<file path="config.mk">
export PLATFORM = sky130hd
export DESIGN_NAME = spx_ext_cfg
export DESIGN_NICKNAME = d
export VERILOG_FILES = /design/src/spx_pkg.sv /design/src/spx_ext_cfg.sv
export VERILOG_INCLUDE_DIRS = /design/src
export SDC_FILE = /design/constraint.sdc
export NUM_CORES = 1
export LEC_CHECK = 0
export ABC_AREA = 1
export ABC_CLOCK_PERIOD_IN_PS = 2100
export BUFFER_PORTS_ARGS = -buffer_cell sky130_fd_sc_hd__buf_2
export CELL_PAD_IN_SITES_DETAIL_PLACEMENT = 0
export CELL_PAD_IN_SITES_GLOBAL_PLACEMENT = 1
export CORE_ASPECT_RATIO = 2
export CORE_UTILIZATION = 40
export DETAILED_ROUTE_END_ITERATION = 6
export HOLD_SLACK_MARGIN = 0.06
export PLACE_DENSITY = 0.76
export SYNTH_ARGS = -nofsm -noshare
export SYNTH_HDL_FRONTEND = slang
export SYNTH_SLANG_ARGS = --single-unit
</file>
<file path="constraint.sdc">
create_clock -name core_clk_i -period 2.1 [get_ports core_clk_i]
set_input_delay 0.42 -clock core_clk_i [delete_from_list [all_inputs] [get_ports core_clk_i]]
set_output_delay 0.42 -clock core_clk_i [all_outputs]
set_load 0.02 [all_outputs]
</file>
<file path="src/spx_map.svh">
// Function
// Trigger flag bit0 set on containment, W1C
// Cause bits 2:1 recorded, W1C
// Irq flag bit3 set only when enabled
// Capture requester ID for message causes
// Capability header reads 001Fh, v1, next 000h
// Capability bits 0..2 read one
// Clock period field bits 15:8, reset 00h
// Time measurement active only when enabled
// Root role needs root select and enable
// Granularity field is plain storage
// Release clock request at L1.1 entry
// Sense shared line level, drive low only
// Timeout reasserts request, back to L1
// Wait counts 10 ns units, reset 0FFFh
// Trigger select gates which errors trigger
// Interrupt only while irq enable set
// First logged cause and source are kept
// Reserved bits read zero, ignore writes
// Wait timer starts at release, stops on release
`ifndef SPX_MAP_SVH
`define SPX_MAP_SVH
`define SPX_OFF_CSTAT 12'h258
`define SPX_OFF_TM_HDR 12'h260
`define SPX_OFF_TM_CAP 12'h264
`define SPX_OFF_TM_CTL 12'h268
`define SPX_OFF_WAIT 12'h300
`define SPX_OFF_CCTL 12'h270
`define SPX_OFF_IRQ_STAT 12'h280
`define SPX_OFF_IRQ_EN 12'h284
`define SPX_OFF_IRQ_CLR 12'h288
`define SPX_TM_HDR_VAL 32'h0001001f
`define SPX_TM_CAP_ROLES 3'h7
`define SPX_WAIT_RST 20'h00fff
`define SPX_WAIT_UNIT_NS 10
`define SPX_CLK_NS 5
`define SPX_WAIT_TICK ((`SPX_WAIT_UNIT_NS + `SPX_CLK_NS - 1) / `SPX_CLK_NS)
`define SPX_BIT_IRQ_EN 19
`define SPX_CAUSE_UNCORR 2'h0
`define SPX_CAUSE_NONFATAL 2'h1
`define SPX_CAUSE_FATAL 2'h2
`endif

</file>
<file path="src/spx_pkg.sv">
`default_nettype none
package spx_pkg;
    typedef enum logic [1:0] {
        SPX_ACTIVE = 2'b00,
        SPX_WAIT = 2'b01,
        SPX_L11 = 2'b10
    } spx_clk_state_type;
endpackage
`default_nettype wire

</file>
<file path="src/spx_ext_cfg.sv">
`include "spx_map.svh"
`default_nettype none
module spx_ext_cfg #(
    parameter logic [7:0] LOCAL_CLOCK_NS = 8'h00
) (
    // Clock and reset
    input wire logic core_clk_i,
    input wire logic reset_i,
    // APB slave
    input wire logic psel_i,
    input wire logic penable_i,
    input wire logic pwrite_i,
    input wire logic [11:0] paddr_i,
    input wire logic [31:0] pwdata_i,
    output logic [31:0] prdata_o,
    output logic pready_o,
    output logic pslverr_o,
    // Error events from the port, one-cycle pulses
    input wire logic uncorr_err_i,
    input wire logic err_nonfatal_i,
    input wire logic err_fatal_i,
    input wire logic [15:0] err_requester_i,
    // Power state from the link logic
    input wire logic l11_enter_i,
    input wire logic l11_exit_i,
    // Shared open-drain clock request
    input wire logic clock_request_n_i,
    output logic clock_request_n_o,
    output logic clock_request_n_oe_o,
    // Status to the port
    output logic l11_active_o,
    output logic time_meas_active_o,
    output logic time_meas_root_o,
    output logic containment_active_o,
    output logic irq_o
);
    import spx_pkg::*;

    localparam int TICK = `SPX_WAIT_TICK;

    logic containment_triggered_flag_r;
    logic [1:0] containment_cause_r;
    logic containment_irq_flag_r;
    logic [15:0] containment_source_requester_r;
    logic [1:0] containment_trigger_select_r;
    logic containment_irq_enable_r;
    logic time_meas_enable_r;
    logic root_select_r;
    logic [7:0] eff_gran_r;
    logic [19:0] release_wait_interval_r;
    logic [1:0] irq_stat_r;
    logic [1:0] irq_en_r;
    logic req_sync1_r;
    logic req_sync2_r;
    spx_clk_state_type clk_state_r;
    logic [19:0] wait_cnt_r;
    logic [7:0] tick_cnt_r;

    wire wr = psel_i && penable_i && pwrite_i;
    wire rd_phase = psel_i && penable_i && !pwrite_i;
    wire wr_cstat = wr && paddr_i == `SPX_OFF_CSTAT;
    wire wr_ctl = wr && paddr_i == `SPX_OFF_TM_CTL;
    wire wr_wait = wr && paddr_i == `SPX_OFF_WAIT;
    wire wr_cctl = wr && paddr_i == `SPX_OFF_CCTL;
    wire wr_ien = wr && paddr_i == `SPX_OFF_IRQ_EN;
    wire wr_iclr = wr && paddr_i == `SPX_OFF_IRQ_CLR;

    // Trigger decision by select field
    logic trig;
    logic [1:0] trig_cause;
    always_comb begin
        trig = 1'b0;
        trig_cause = `SPX_CAUSE_UNCORR;
        case (containment_trigger_select_r)
            2'b01: begin
                trig = uncorr_err_i || err_fatal_i;
                trig_cause = uncorr_err_i ? `SPX_CAUSE_UNCORR : `SPX_CAUSE_FATAL;
            end
            2'b10: begin
                trig = uncorr_err_i || err_fatal_i || err_nonfatal_i;
                if (uncorr_err_i) begin
                    trig_cause = `SPX_CAUSE_UNCORR;
                end else if (err_fatal_i) begin
                    trig_cause = `SPX_CAUSE_FATAL;
                end else begin
                    trig_cause = `SPX_CAUSE_NONFATAL;
                end
            end
            default: begin
                trig = 1'b0;
                trig_cause = `SPX_CAUSE_UNCORR;
            end
        endcase
    end

    // Only the first event is logged; a new one lands after the flag clears
    wire log_new = trig && !containment_triggered_flag_r;

    // Set wins over a simultaneous clear
    always_ff @(posedge core_clk_i) begin
        if (reset_i) begin
            containment_triggered_flag_r <= 1'b0;
        end else if (trig) begin
            containment_triggered_flag_r <= 1'b1;
        end else if (wr_cstat && pwdata_i[0]) begin
            containment_triggered_flag_r <= 1'b0;
        end
    end

    always_ff @(posedge core_clk_i) begin
        if (reset_i) begin
            containment_cause_r <= 2'h0;
            containment_source_requester_r <= 16'h0000;
        end else if (log_new) begin
            containment_cause_r <= trig_cause;
            if (trig_cause != `SPX_CAUSE_UNCORR) begin
                containment_source_requester_r <= err_requester_i;
            end
        end else if (wr_cstat) begin
            containment_cause_r <= containment_cause_r & ~pwdata_i[2:1];
        end
    end

    always_ff @(posedge core_clk_i) begin
        if (reset_i) begin
            containment_irq_flag_r <= 1'b0;
        end else if (trig && containment_irq_enable_r) begin
            containment_irq_flag_r <= 1'b1;
        end else if (wr_cstat && pwdata_i[3]) begin
            containment_irq_flag_r <= 1'b0;
        end
    end

    always_ff @(posedge core_clk_i) begin
        if (reset_i) begin
            containment_trigger_select_r <= 2'h0;
            containment_irq_enable_r <= 1'b0;
        end else if (wr_cctl) begin
            containment_trigger_select_r <= pwdata_i[17:16];
            containment_irq_enable_r <= pwdata_i[`SPX_BIT_IRQ_EN];
        end
    end

    always_ff @(posedge core_clk_i) begin
        if (reset_i) begin
            time_meas_enable_r <= 1'b0;
            root_select_r <= 1'b0;
            eff_gran_r <= 8'h00;
        end else if (wr_ctl) begin
            time_meas_enable_r <= pwdata_i[0];
            root_select_r <= pwdata_i[1];
            eff_gran_r <= pwdata_i[15:8];
        end
    end

    always_ff @(posedge core_clk_i) begin
        if (reset_i) begin
            release_wait_interval_r <= `SPX_WAIT_RST;
        end else if (wr_wait) begin
            release_wait_interval_r <= pwdata_i[19:0];
        end
    end

    always_ff @(posedge core_clk_i) begin
        if (reset_i) begin
            time_meas_active_o <= 1'b0;
            time_meas_root_o <= 1'b0;
            containment_active_o <= 1'b0;
        end else begin
            time_meas_active_o <= time_meas_enable_r;
            time_meas_root_o <= time_meas_enable_r && root_select_r;
            containment_active_o <= containment_triggered_flag_r;
        end
    end

    // Line level sampled through two flops
    always_ff @(posedge core_clk_i) begin
        if (reset_i) begin
            req_sync1_r <= 1'b0;
            req_sync2_r <= 1'b0;
        end else begin
            req_sync1_r <= clock_request_n_i;
            req_sync2_r <= req_sync1_r;
        end
    end

    // Clock request handshake
    always_ff @(posedge core_clk_i) begin
        if (reset_i) begin
            clk_state_r <= SPX_ACTIVE;
            wait_cnt_r <= 20'h00000;
            tick_cnt_r <= 8'h00;
        end else begin
            case (clk_state_r)
                SPX_ACTIVE: begin
                    if (l11_enter_i) begin
                        clk_state_r <= SPX_WAIT;
                        wait_cnt_r <= 20'h00000;
                        tick_cnt_r <= 8'h00;
                    end
                end
                SPX_WAIT: begin
                    if (req_sync2_r) begin
                        clk_state_r <= SPX_L11;
                    end else if (wait_cnt_r >= release_wait_interval_r) begin
                        clk_state_r <= SPX_ACTIVE;
                    end else if (tick_cnt_r == 8'(TICK - 1)) begin
                        tick_cnt_r <= 8'h00;
                        wait_cnt_r <= wait_cnt_r + 20'h00001;
                    end else begin
                        tick_cnt_r <= tick_cnt_r + 8'h01;
                    end
                end
                SPX_L11: begin
                    if (l11_exit_i) begin
                        clk_state_r <= SPX_ACTIVE;
                    end
                end
                default: clk_state_r <= SPX_ACTIVE;
            endcase
        end
    end

    // Open drain: drive low only, release by dropping enable
    always_ff @(posedge core_clk_i) begin
        if (reset_i) begin
            clock_request_n_oe_o <= 1'b1;
            l11_active_o <= 1'b0;
        end else begin
            // Partner release at the deadline still wins, so no pull glitch on L1.1 entry
            clock_request_n_oe_o <= !(l11_enter_i && clk_state_r == SPX_ACTIVE) &&
                                    !(clk_state_r == SPX_WAIT &&
                                      (req_sync2_r || wait_cnt_r < release_wait_interval_r)) &&
                                    !(clk_state_r == SPX_L11 && !l11_exit_i);
            l11_active_o <= clk_state_r == SPX_L11;
        end
    end

    always_ff @(posedge core_clk_i) begin
        if (reset_i) begin
            clock_request_n_o <= 1'b0;
        end else begin
            clock_request_n_o <= 1'b0;
        end
    end

    // Interrupt status: bit0 containment trigger, bit1 clock request timeout
    wire timeout_ev = clk_state_r == SPX_WAIT && !req_sync2_r && wait_cnt_r >= release_wait_interval_r;
    wire [1:0] ev = {timeout_ev, containment_irq_flag_r && containment_irq_enable_r};
    always_ff @(posedge core_clk_i) begin
        if (reset_i) begin
            irq_stat_r <= 2'h0;
            irq_en_r <= 2'h0;
        end else begin
            irq_stat_r <= ev | (irq_stat_r & ~(wr_iclr ? pwdata_i[1:0] : 2'h0));
            if (wr_ien) begin
                irq_en_r <= pwdata_i[1:0];
            end
        end
    end

    always_ff @(posedge core_clk_i) begin
        if (reset_i) begin
            irq_o <= 1'b0;
        end else begin
            irq_o <= |((ev | irq_stat_r) & irq_en_r);
        end
    end

    // Read mux; reserved bits read zero
    logic [31:0] rdata;
    logic hit;
    always_comb begin
        rdata = 32'h00000000;
        hit = 1'b1;
        case (paddr_i)
            `SPX_OFF_CSTAT: rdata = {containment_source_requester_r, 12'h000, containment_irq_flag_r,
                                      containment_cause_r, containment_triggered_flag_r};
            `SPX_OFF_TM_HDR: rdata = `SPX_TM_HDR_VAL;
            `SPX_OFF_TM_CAP: rdata = {16'h0000, LOCAL_CLOCK_NS, 5'h00, `SPX_TM_CAP_ROLES}; // see
            `SPX_OFF_TM_CTL: rdata = {16'h0000, eff_gran_r, 6'h00, root_select_r, time_meas_enable_r};
            `SPX_OFF_WAIT: rdata = {12'h000, release_wait_interval_r};
            `SPX_OFF_CCTL: rdata = {12'h000, containment_irq_enable_r, 1'b0, containment_trigger_select_r, 16'h0000};
            `SPX_OFF_IRQ_STAT: rdata = {30'h00000000, irq_stat_r};
            `SPX_OFF_IRQ_EN: rdata = {30'h00000000, irq_en_r};
            `SPX_OFF_IRQ_CLR: rdata = 32'h00000000;
            default: hit = 1'b0;
        endcase
    end

    // Answer in the first access cycle
    always_ff @(posedge core_clk_i) begin
        if (reset_i) begin
            pready_o <= 1'b0;
            pslverr_o <= 1'b0;
            prdata_o <= 32'h00000000;
        end else begin
            pready_o <= psel_i && !penable_i;
            pslverr_o <= psel_i && !penable_i && !hit;
            prdata_o <= (psel_i && !penable_i && !pwrite_i) ? rdata : 32'h00000000;
        end
    end

    logic unused_rd;
    assign unused_rd = rd_phase;
endmodule
`default_nettype wire

</file>
==> Word-level counts from Yosys, hierarchy flattened <==
Cells that the tools add are included.
{ "totals": {"input_bits": 71, "reg_bits": 129, "out_inout_bits": 41} }
{ "classes": {"muxes": 29, "magnitude_cmp": 2, "eq_ne": 20, "n_addsub": 2, "bitwise": 8, "n_reduce_logical": 49} }
{ "ops": {"columns": ["operator", "n"], "rows": [
  ["32-bit case mux with 8 select lines", 1],
  ["12-bit by 10-bit == test with 1-bit output, second input constant", 9],
  ["20-bit 2-to-1 mux", 4],
  ["20-bit case mux with 2 select lines", 1],
  ["8-bit 2-to-1 mux", 4],
  ["1-bit logical AND", 24],
  ["20-bit by 1-bit adder with 20-bit output, second input constant", 1],
  ["20-bit >= comparator", 1],
  ["20-bit less-than comparator", 1],
  ["2-bit 2-to-1 mux", 10],
  ["8-bit case mux with 2 select lines", 1],
  ["2-bit inequality test, second input constant", 5],
  ["2-bit nonzero test", 5],
  ["1-bit logical NOT", 9],
  ["9-bit OR reduction", 1],
  ["8-bit by 1-bit adder with 8-bit output, second input constant", 1],
  ["8-bit by 1-bit == test with 1-bit output, second input constant", 1],
  ["2-bit bitwise AND", 3],
  ["2-bit case mux with 3 select lines", 1],
  ["1-bit 2-to-1 mux", 5],
  ["5-bit AND reduction", 1],
  ["2-bit by 1-bit == test with 1-bit output, second input constant", 2],
  ["2-bit == test, second input constant", 2],
  ["2-bit NOT", 2],
  ["other kinds (11)", 15]
]} }

==> Depth between registers and ports, before layout <==
Gate-level depths: netlist of the first run.
{ "logic_depth": {"ltp_word": 7, "depth_mapped": 15} }

==> Worst setup path after synthesis of the first run <==
No wires, ideal clock.
{ "synth_path": {"path_kind": "reg-to-reg", "from": "reg release_wait_interval_r[19]", "to": "reg wait_cnt_r[5]", "arrival_time_ps": 1617, "setup_slack_ps": 368, "stages_incl_launch_ff": 16, "n_path_buf": 1, "required_ps": 1985, "path_cell_list": "dfxtp_1 -> inv_1 -> ha_1 -> nand2_1 -> inv_1 -> nand2_1 -> inv_1 -> nand2_1 -> nand2_1 -> nor2_2 -> nand4_1 -> nand2_1 -> buf_2 -> nand3_1 -> nand2_1 -> nor2_1"} }
{ "synth_via": {"elab_chain_cells": 3} }
{ "synth_lines": {"columns": ["item", "line", "text"], "rows": [
  ["start: declaration", "spx_ext_cfg.sv:50", "logic [19:0] release_wait_interval_r;"],
  ["start signal: assignment", "spx_ext_cfg.sv:158", "release_wait_interval_r <= `SPX_WAIT_RST;"],
  ["start signal: assignment", "spx_ext_cfg.sv:160", "release_wait_interval_r <= pwdata_i[19:0];"],
  ["20-bit >= comparator", "spx_ext_cfg.sv:205", "end else if (wait_cnt_r >= release_wait_interval_r) begin"],
  ["2-bit inequality test (no line)", null, null],
  ["5-bit AND reduction (no line)", null, null],
  ["end signal: assignment", "spx_ext_cfg.sv:209", "wait_cnt_r <= wait_cnt_r + 20'h00001;"],
  ["end: declaration", "spx_ext_cfg.sv:56", "logic [19:0] wait_cnt_r;"]
]} }
No other way between the ends.
A chain may end at the register's enable or synchronous reset.

==> Worst setup path after layout of the first run <==
{ "layout_path": {"from": "reg release_wait_interval_r[17]", "to": "reg wait_cnt_r[18]"} }
Same word-level chain as after synthesis.

==> impl_metrics.json, run 1 <==
{
  "vdd_drop_max_mv": 0.556,
  "track_usage_pct": 22.1,
  "grt-ovfl-total": 0,
  "die_width_um": 90.8,
  "rsz0062_at_grt": "true",
  "holdWs_ns": 0.213,
  "cts_buffers": 17,
  "htreeDepth": 4,
  "p_sw_share_pct": 27.5,
  "insertion_delay_ns": 0.42,
  "ctsHoldBuffers": 0,
  "die_height_um": 180,
  "gp_congestion": 0.841,
  "multi_input_area_um2": 3350,
  "synth_area_um2": 6300,
  "p_per_area_nw_per_um2": 902,
  "worst-path-buf-inv": 3,
  "critPathCaptureType": "flop",
  "ys_seq_area_share_pct": 41.0,
  "fin_total_pwr_w": 0.00744,
  "initial_core_util_pct": 41.0,
  "wl_per_cell_um": 15.1,
  "place_ws_ns": -0.0418,
  "vias_per_cell": 4.94,
  "crit_type": "reg2reg",
  "grt_pass1_vias": 5828,
  "final_cell_area_um2": 8250,
  "ys_types": 43,
  "ios": 112,
  "rr_worst_depth": 15,
  "seqCellArea_um2": 2590,
  "pwr-share-clk_pct": 44.8,
  "cts.sinks": 129,
  "r2r_start": "release_wait_interval_r[17]$_SDFFE_PP0P_",
  "required_ns": 2.46,
  "vias": 6001,
  "tightest_slew_ns": 0.598,
  "hpwlAfterDp_mm": 13.3,
  "cpMostUsedCell": "nor2_4",
  "endpoint": "wait_cnt_r[18]$_SDFFE_PP0P_",
  "hold_start": "clock_request_n_i",
  "fp-row-count": 64,
  "drive_gt1_share_pct": 29.1,
  "antenna_found_initial": 0,
  "critical_path.top_delay_family": "simple AND/OR/NAND/NOR gates",
  "cts_tree": "built",
  "io_buffer_count": 98,
  "routed_wl_mm": 18.3,
  "r2r_slack_ns": 0.06,
  "finClkSkew_ns": 0.00974,
  "cts.path.max_buffers": 2,
  "outcome": "completed",
  "critPathLaunchType": "flop",
  "core_um2": 15400,
  "antenna_left": 0,
  "hp-class": "in2reg",
  "clk_pin_slew_ns": 0.06,
  "leakagePower_nw": 3.73,
  "final_common_cell": "nand2_1",
  "startpoint": "release_wait_interval_r[17]$_SDFFE_PP0P_",
  "cp_slowest_cell": "dfxtp_1",
  "n_antenna_cell": 0,
  "comb_power_share_pct": 19.4,
  "p_seq_share_pct": 35.8,
  "finalSetupViolCount": 0,
  "path_cells": "inv_1 > ha_4 > nand2_1 > inv_1 > nand2_2 > nor2_4 > nand2_2 > nor2_4 > nor2_4 > nand4_1 > nand2_4 > clkbuf_16 > nand3_2 > nand2_1 > nor2_1",
  "hold_viol_final": 0,
  "r2r_end": "wait_cnt_r[18]$_SDFFE_PP0P_",
  "first_iter_violations": 207,
  "final_cell_mix": "nand2_1, dfxtp_1, nor2_1",
  "synthCells": 869,
  "areaGrowthSynthToFinish_pct": 30.8,
  "slew_viol_final": 0,
  "synth_seq_cells": 129,
  "nets": 1101,
  "yosys_warnings": 0,
  "fmax_ghz": 0.489,
  "fillerInstances": 1580,
  "drtPass1Iterations": 4,
  "cp.depth": 15,
  "placed_area_um2": 7200,
  "min_period_over_period_pct": 97.3,
  "min_period_ns": 2.04,
  "slowest_delay_ns": 0.30,
  "cp_max_fo": 7,
  "drc": 0,
  "maxCapViolCount": 0,
  "arrival_ns": 2.40,
  "syn_avg_cell_area_um2": 7.25,
  "dieArea_um2": 16300,
  "setup_slack_ns": 0.0557,
  "p_int_w": 0.00540,
  "syn-num-nets": 965,
  "grt_pass1_wl_mm": 28.0,
  "cts_root_buf": "clkbuf_16",
  "grt_max_degree": 55,
  "p_switching_w": 0.00205,
  "relSlewSlack_pct": 60.1
}
## power by group through the flow
stage	logic (W)	clock network [W]	registers [W]
2_1_floorplan	0.000713	0	0.00272
3_3_place_gp	0.00112	0	0.00270
3_5_place_dp	0.00113	0	0.00270
4_1_cts	0.00114	0.00339	0.00264
5_1_grt	0.00161	0.00349	0.00268
6_report	0.00144	0.00333	0.00266
## cells by family (layout without fill, tap and decap cells)
family / Yosys count / in the layout / share of synthesized area (%)
AO/OA/AOI/OAI: 160 / 160 / 14.6
XOR/XNOR: 3 / 3 / 0.417
adder cells (fa/ha/maj): 25 / 25 / 4.96
buffers and inverters: 146 / 295 / 9.67
flip-flops: 129 / 129 / 41.0
other: 1 / 1 / 0.0595
AND/OR/NAND/NOR: 405 / 405 / 29.3
## sequential cells by signal, summed over array words and instances (netlist names), 2 cells and up
name / flops
tick_cnt_r: 8
eff_gran_r: 8
irq_stat_r: 2
release_wait_interval_r: 20
containment_trigger_select_r: 2
irq_en_r: 2
wait_cnt_r: 20
clk_state_r: 2
containment_cause_r: 2
containment_source_requester_r: 16
prdata_o: 32
## worst min-delay path by stage
stage                              to  slack (ns)  cells past startpoint
4_1_cts        req_sync1_r$_SDFF_PP0_        0.21                      3
3_5_place_dp   req_sync2_r$_SDFF_PP0_        0.40                      2
3_3_place_gp   req_sync2_r$_SDFF_PP0_        0.40                      2
2_1_floorplan  req_sync2_r$_SDFF_PP0_        0.39                      2
6_report       req_sync1_r$_SDFF_PP0_        0.21                      3
5_1_grt        req_sync1_r$_SDFF_PP0_        0.22                      3
## metal layers
layer,track usage [%],share of wire [%],wire length (µm)
met4,9.48,3.0,544
met3,4.19,2.8,519
met5,0,0,0
met2,45.1,59,10900
met1,20.3,35,6380
## Yosys cell counts (all sizes together)
| cell type | n | area [µm²] |
|---|---|---|
| nor2 | 134 | 573 |
| nand3 | 66 | 353 |
| conb | 1 | 3.75 |
| nor3 | 24 | 155 |
| buf | 24 | 151 |
| o21bai | 3 | 22.5 |
| clkinv | 1 | 3.75 |
| a21oi | 71 | 400 |
| dfxtp | 129 | 2580 |
| clkbuf | 7 | 26.3 |
| nor4 | 2 | 18.8 |
| and3 | 2 | 18.8 |
| ha | 25 | 313 |
| xor2 | 2 | 17.5 |
| or2 | 4 | 25.0 |
| a21o | 4 | 30.0 |
| a31o | 1 | 8.76 |
| o211ai | 15 | 113 |
| nand2 | 161 | 622 |
| nand4 | 12 | 81.3 |
| o31ai | 1 | 7.51 |
| o21ai | 56 | 284 |
| a31oi | 2 | 12.5 |
| o22ai | 7 | 43.8 |
| xnor2 | 1 | 8.76 |
| inv | 114 | 428 |
## worst register-to-register path, cell delays in order, from the launching register on
cell	delay (ns)
dfxtp_1	0.30
inv_1	0.08
ha_4	0.28
nand2_1	0.05
inv_1	0.07
nand2_2	0.08
nor2_4	0.16
nand2_2	0.09
nor2_4	0.12
nor2_4	0.04
nand4_1	0.14
nand2_4	0.15
clkbuf_16	0.21
nand3_2	0.06
nand2_1	0.05
nor2_1	0.11
## area by class of cell
type	instances	share of cell area, %
repair buffers	148	11.6
inverters	115	5.26
multi-input cells	594	40.6
clock buffers	21	5.70
well taps	198	3.00
flip-flops and latches	129	31.4
clock inverters	11	2.41
## repair_timing
| action | in CTS | in global routing |
|---|---|---|
| setup endpoints to repair | 6 | 45 |
| resized for setup | 1 | 66 |
| cloned | 0 | 6 |
| pin swaps | 1 | 25 |
| buffers inserted | 0 | 2 |
## per-stage QoR
stage / cells / util [%] / setup TNS [ns]
after detailed placement: 1176 / 46.9 / -0.0876
after floorplan: 869 / - / 0
after global routing: 1216 / 53.6 / -1.19
after global placement: 1176 / 46.9 / -0.0185
after CTS: 1208 / 51.2 / 0
final: 1216 / 53.6 / 0
Power figures use the tool's default switching activity.
==> inputs of run 2 (changes only) <==
--- a/config.mk
+++ b/config.mk
@@ -6,13 +6,12 @@
 export SDC_FILE = /design/constraint.sdc
 export NUM_CORES = 1
 export LEC_CHECK = 0
-export ABC_AREA = 1
 export ABC_CLOCK_PERIOD_IN_PS = 2100
 export BUFFER_PORTS_ARGS = -buffer_cell sky130_fd_sc_hd__buf_2
 export CELL_PAD_IN_SITES_DETAIL_PLACEMENT = 0
 export CELL_PAD_IN_SITES_GLOBAL_PLACEMENT = 1
 export CORE_ASPECT_RATIO = 2
-export CORE_UTILIZATION = 40
+export CORE_UTILIZATION = 41
 export DETAILED_ROUTE_END_ITERATION = 6
 export HOLD_SLACK_MARGIN = 0.06
 export PLACE_DENSITY = 0.76
==> run 2 against run 1 <==
First-iteration DRC count increased by 4.8%; the run now ends with setup timing left; synthesized cell count decreased by 25%; clock power decreased by 12%; area after synthesis decreased by 9.8%; critical path type unchanged; maximum frequency decreased by 16%; final cell count decreased by 17%; combinational power decreased by 75%; register-to-register slack got worse by 0.39 ns; clock skew increased by 0.0023 ns; sequential power decreased by 7.5%.
==> impl_metrics.json, run 2 <==
{
  "ios": 112,
  "yosys.area.top_type": "dfxtp_1",
  "fmax_ghz": 0.412,
  "grt_max_degree": 48,
  "cts_tree": "built",
  "cts_root_buf": "clkbuf_16",
  "htreeDepth": 4,
  "synth-main-ff-cell": "dfxtp_1",
  "vias": 5601,
  "rsz0062_at_grt": "true",
  "drtPass1Iterations": 5,
  "final_cell_area_um2": 8050,
  "clk_pin_slew_ns": 0.06,
  "p_per_area_nw_per_um2": 713,
  "track_usage_pct": 24.5,
  "leakagePower_nw": 3.50,
  "routed_wl_mm": 17.1,
  "antenna_found_initial": 0,
  "largest_reg_flops": 32,
  "die_width_um": 85.3,
  "synth_edf_count": 0,
  "required_ns": 2.44,
  "ys_types": 53,
  "yosys_warnings": 0,
  "synth_seq_cells": 129,
  "maxCapViolCount": 0,
  "synth_area_um2": 5690,
  "cp_max_fo": 6,
  "dieArea_um2": 14400,
  "grt-ovfl-total": 0,
  "die_height_um": 169,
  "n_antenna_cell": 0,
  "synthCells": 654,
  "ys_seq_area_share_pct": 45.4,
  "nets": 943,
  "io_buffer_count": 98,
  "tightest_slew_ns": 0.530,
  "vias_per_cell": 5.52,
  "syn-num-nets": 750,
  "syn_avg_cell_area_um2": 8.70,
  "fillerInstances": 1174,
  "yosys-top-cells-count": "dfxtp_1, nand2_1, nor2_1",
  "grt_pass1_vias": 5860,
  "setup_slack_ns": -0.329,
  "insertion_delay_ns": 0.42,
  "cts.sinks": 129,
  "finClkSkew_ns": 0.0120,
  "hp-class": "in2reg",
  "grt_pass1_wl_mm": 27.4,
  "outcome": "finished, violations left",
  "final_common_cell": "dfxtp_1",
  "regMostFlops": "prdata_o",
  "finalSetupViolCount": 31,
  "hold_viol_final": 0,
  "crit_type": "reg2reg",
  "relSlewSlack_pct": 64.6,
  "min_period_ns": 2.43,
  "synthTopCellsByArea": "dfxtp_1, nand2_1, ha_1, nor2_1, a21oi_1",
  "hpwlAfterDp_mm": 12.8,
  "drc": 0,
  "largestRegisters": "prdata_o: 32 flops, release_wait_interval_r: 20 flops, wait_cnt_r: 20 flops",
  "synth.most_common_cell": "dfxtp_1",
  "wl_per_cell_um": 16.8,
  "ctsHoldBuffers": 0,
  "synthArstFlopShare_pct": 0,
  "critPathCaptureType": "flop",
  "setup_tns_ns": -7.81,
  "placed_area_um2": 7070,
  "initial_core_util_pct": 42.1,
  "first_iter_violations": 217,
  "slew_viol_final": 0,
  "final_cell_mix": "dfxtp_1, buf_2, buf_4",
  "failed_checks": "setup timing",
  "arrival_ns": 2.77,
  "antenna_left": 0,
  "min_period_over_period_pct": 116,
  "synth_top_area_share_pct": 45.4,
  "vdd_drop_max_mv": 0.536,
  "gp_congestion": 0.872,
  "cts_buffers": 17,
  "fp-row-count": 60,
  "areaGrowthSynthToFinish_pct": 41.4,
  "cts.path.max_buffers": 2,
  "drive_gt1_share_pct": 35.4,
  "critPathLaunchType": "flop",
  "core_um2": 13500
}
run 2: kinds of logic after synthesis:
family          after synthesis  synth area share [%]
fa+ha+maj                    25                  5.50
other cells                   1                0.0659
compound gates              153                  18.3
mux                          22                  3.87
flops                       129                  45.4
buf+inv                      60                  4.14
simple gates                264                  22.7
run 2: through the flow:
stage	total power [W]	hold WS (ns)	std cells	util [%]	setup slack [ns]
floorplan	0.00267	0.414	654	-	-0.310
global route	0.00594	0.212	1014	59.5	-0.437
global placement	0.00280	0.437	975	52.3	-0.429
finish	0.00574	0.217	1014	59.5	-0.329
detailed placement	0.00281	0.439	975	52.3	-0.567
CTS	0.00578	0.202	1014	59.0	-0.341
run 2: cell type report:
class / count / area [µm²] / share of cell area (%)
Clock buffer: 17 / 425 / 5.29
Sequential cell: 129 / 2600 / 32.3
Multi-Input combinational cell: 465 / 3170 / 39.4
Tap cell: 155 / 194 / 2.41
Timing Repair Buffer: 204 / 1390 / 17.3
Inverter: 30 / 113 / 1.40
Clock inverter: 14 / 156 / 1.94
run 2: layer usage:
metal / GRT usage [%] / wire length, µm / up-vias
met1: 22.6 / 6020 / 2644
met4: 16.9 / 858 / 0
met5: 0 / 0 / -
met2: 47.5 / 9550 / 179
met3: 3.95 / 649 / 59
li1: - / - / 2719
run 2: final timing paths:
kind	from	end	slack [ns]	depth (start not counted)
hold / removal	penable_i	pready_o$_SDFF_PP0_	0.22	2
setup reg to reg	release_wait_interval_r[1]$_SDFFE_PP1P_	tick_cnt_r[5]$_SDFFE_PP0P_	-0.33	9
hold reg to reg	req_sync1_r$_SDFF_PP0_	req_sync2_r$_SDFF_PP0_	0.45	1
setup / recovery	release_wait_interval_r[1]$_SDFFE_PP1P_	tick_cnt_r[5]$_SDFFE_PP0P_	-0.33	9
run 2: power by group:
| group | switching (W) | total [W] | internal (W) |
|---|---|---|---|
| sequential | 0.00000500 | 0.00246 | 0.00246 |
| clock | 0.00116 | 0.00292 | 0.00176 |
| combinational | 0.000200 | 0.000356 | 0.000155 |
run 2: critical path, cell delays in order, from the launching register on:
cell and delay [ns]:
dfxtp_2 0.33, inv_2 0.05, ha_4 0.20, nor2b_1 0.12, o211ai_1 0.25, a2111oi_4 0.14
nor3_2 0.32, nand3_2 0.23, or4_4 0.56, a21oi_1 0.17
run 2: timing repair:
item,in CTS,in global routing
setup buffers,7,0
gates cloned,1,0
endpoints found under the setup margin,31,31
resized for setup,55,15
pin swaps,22,6
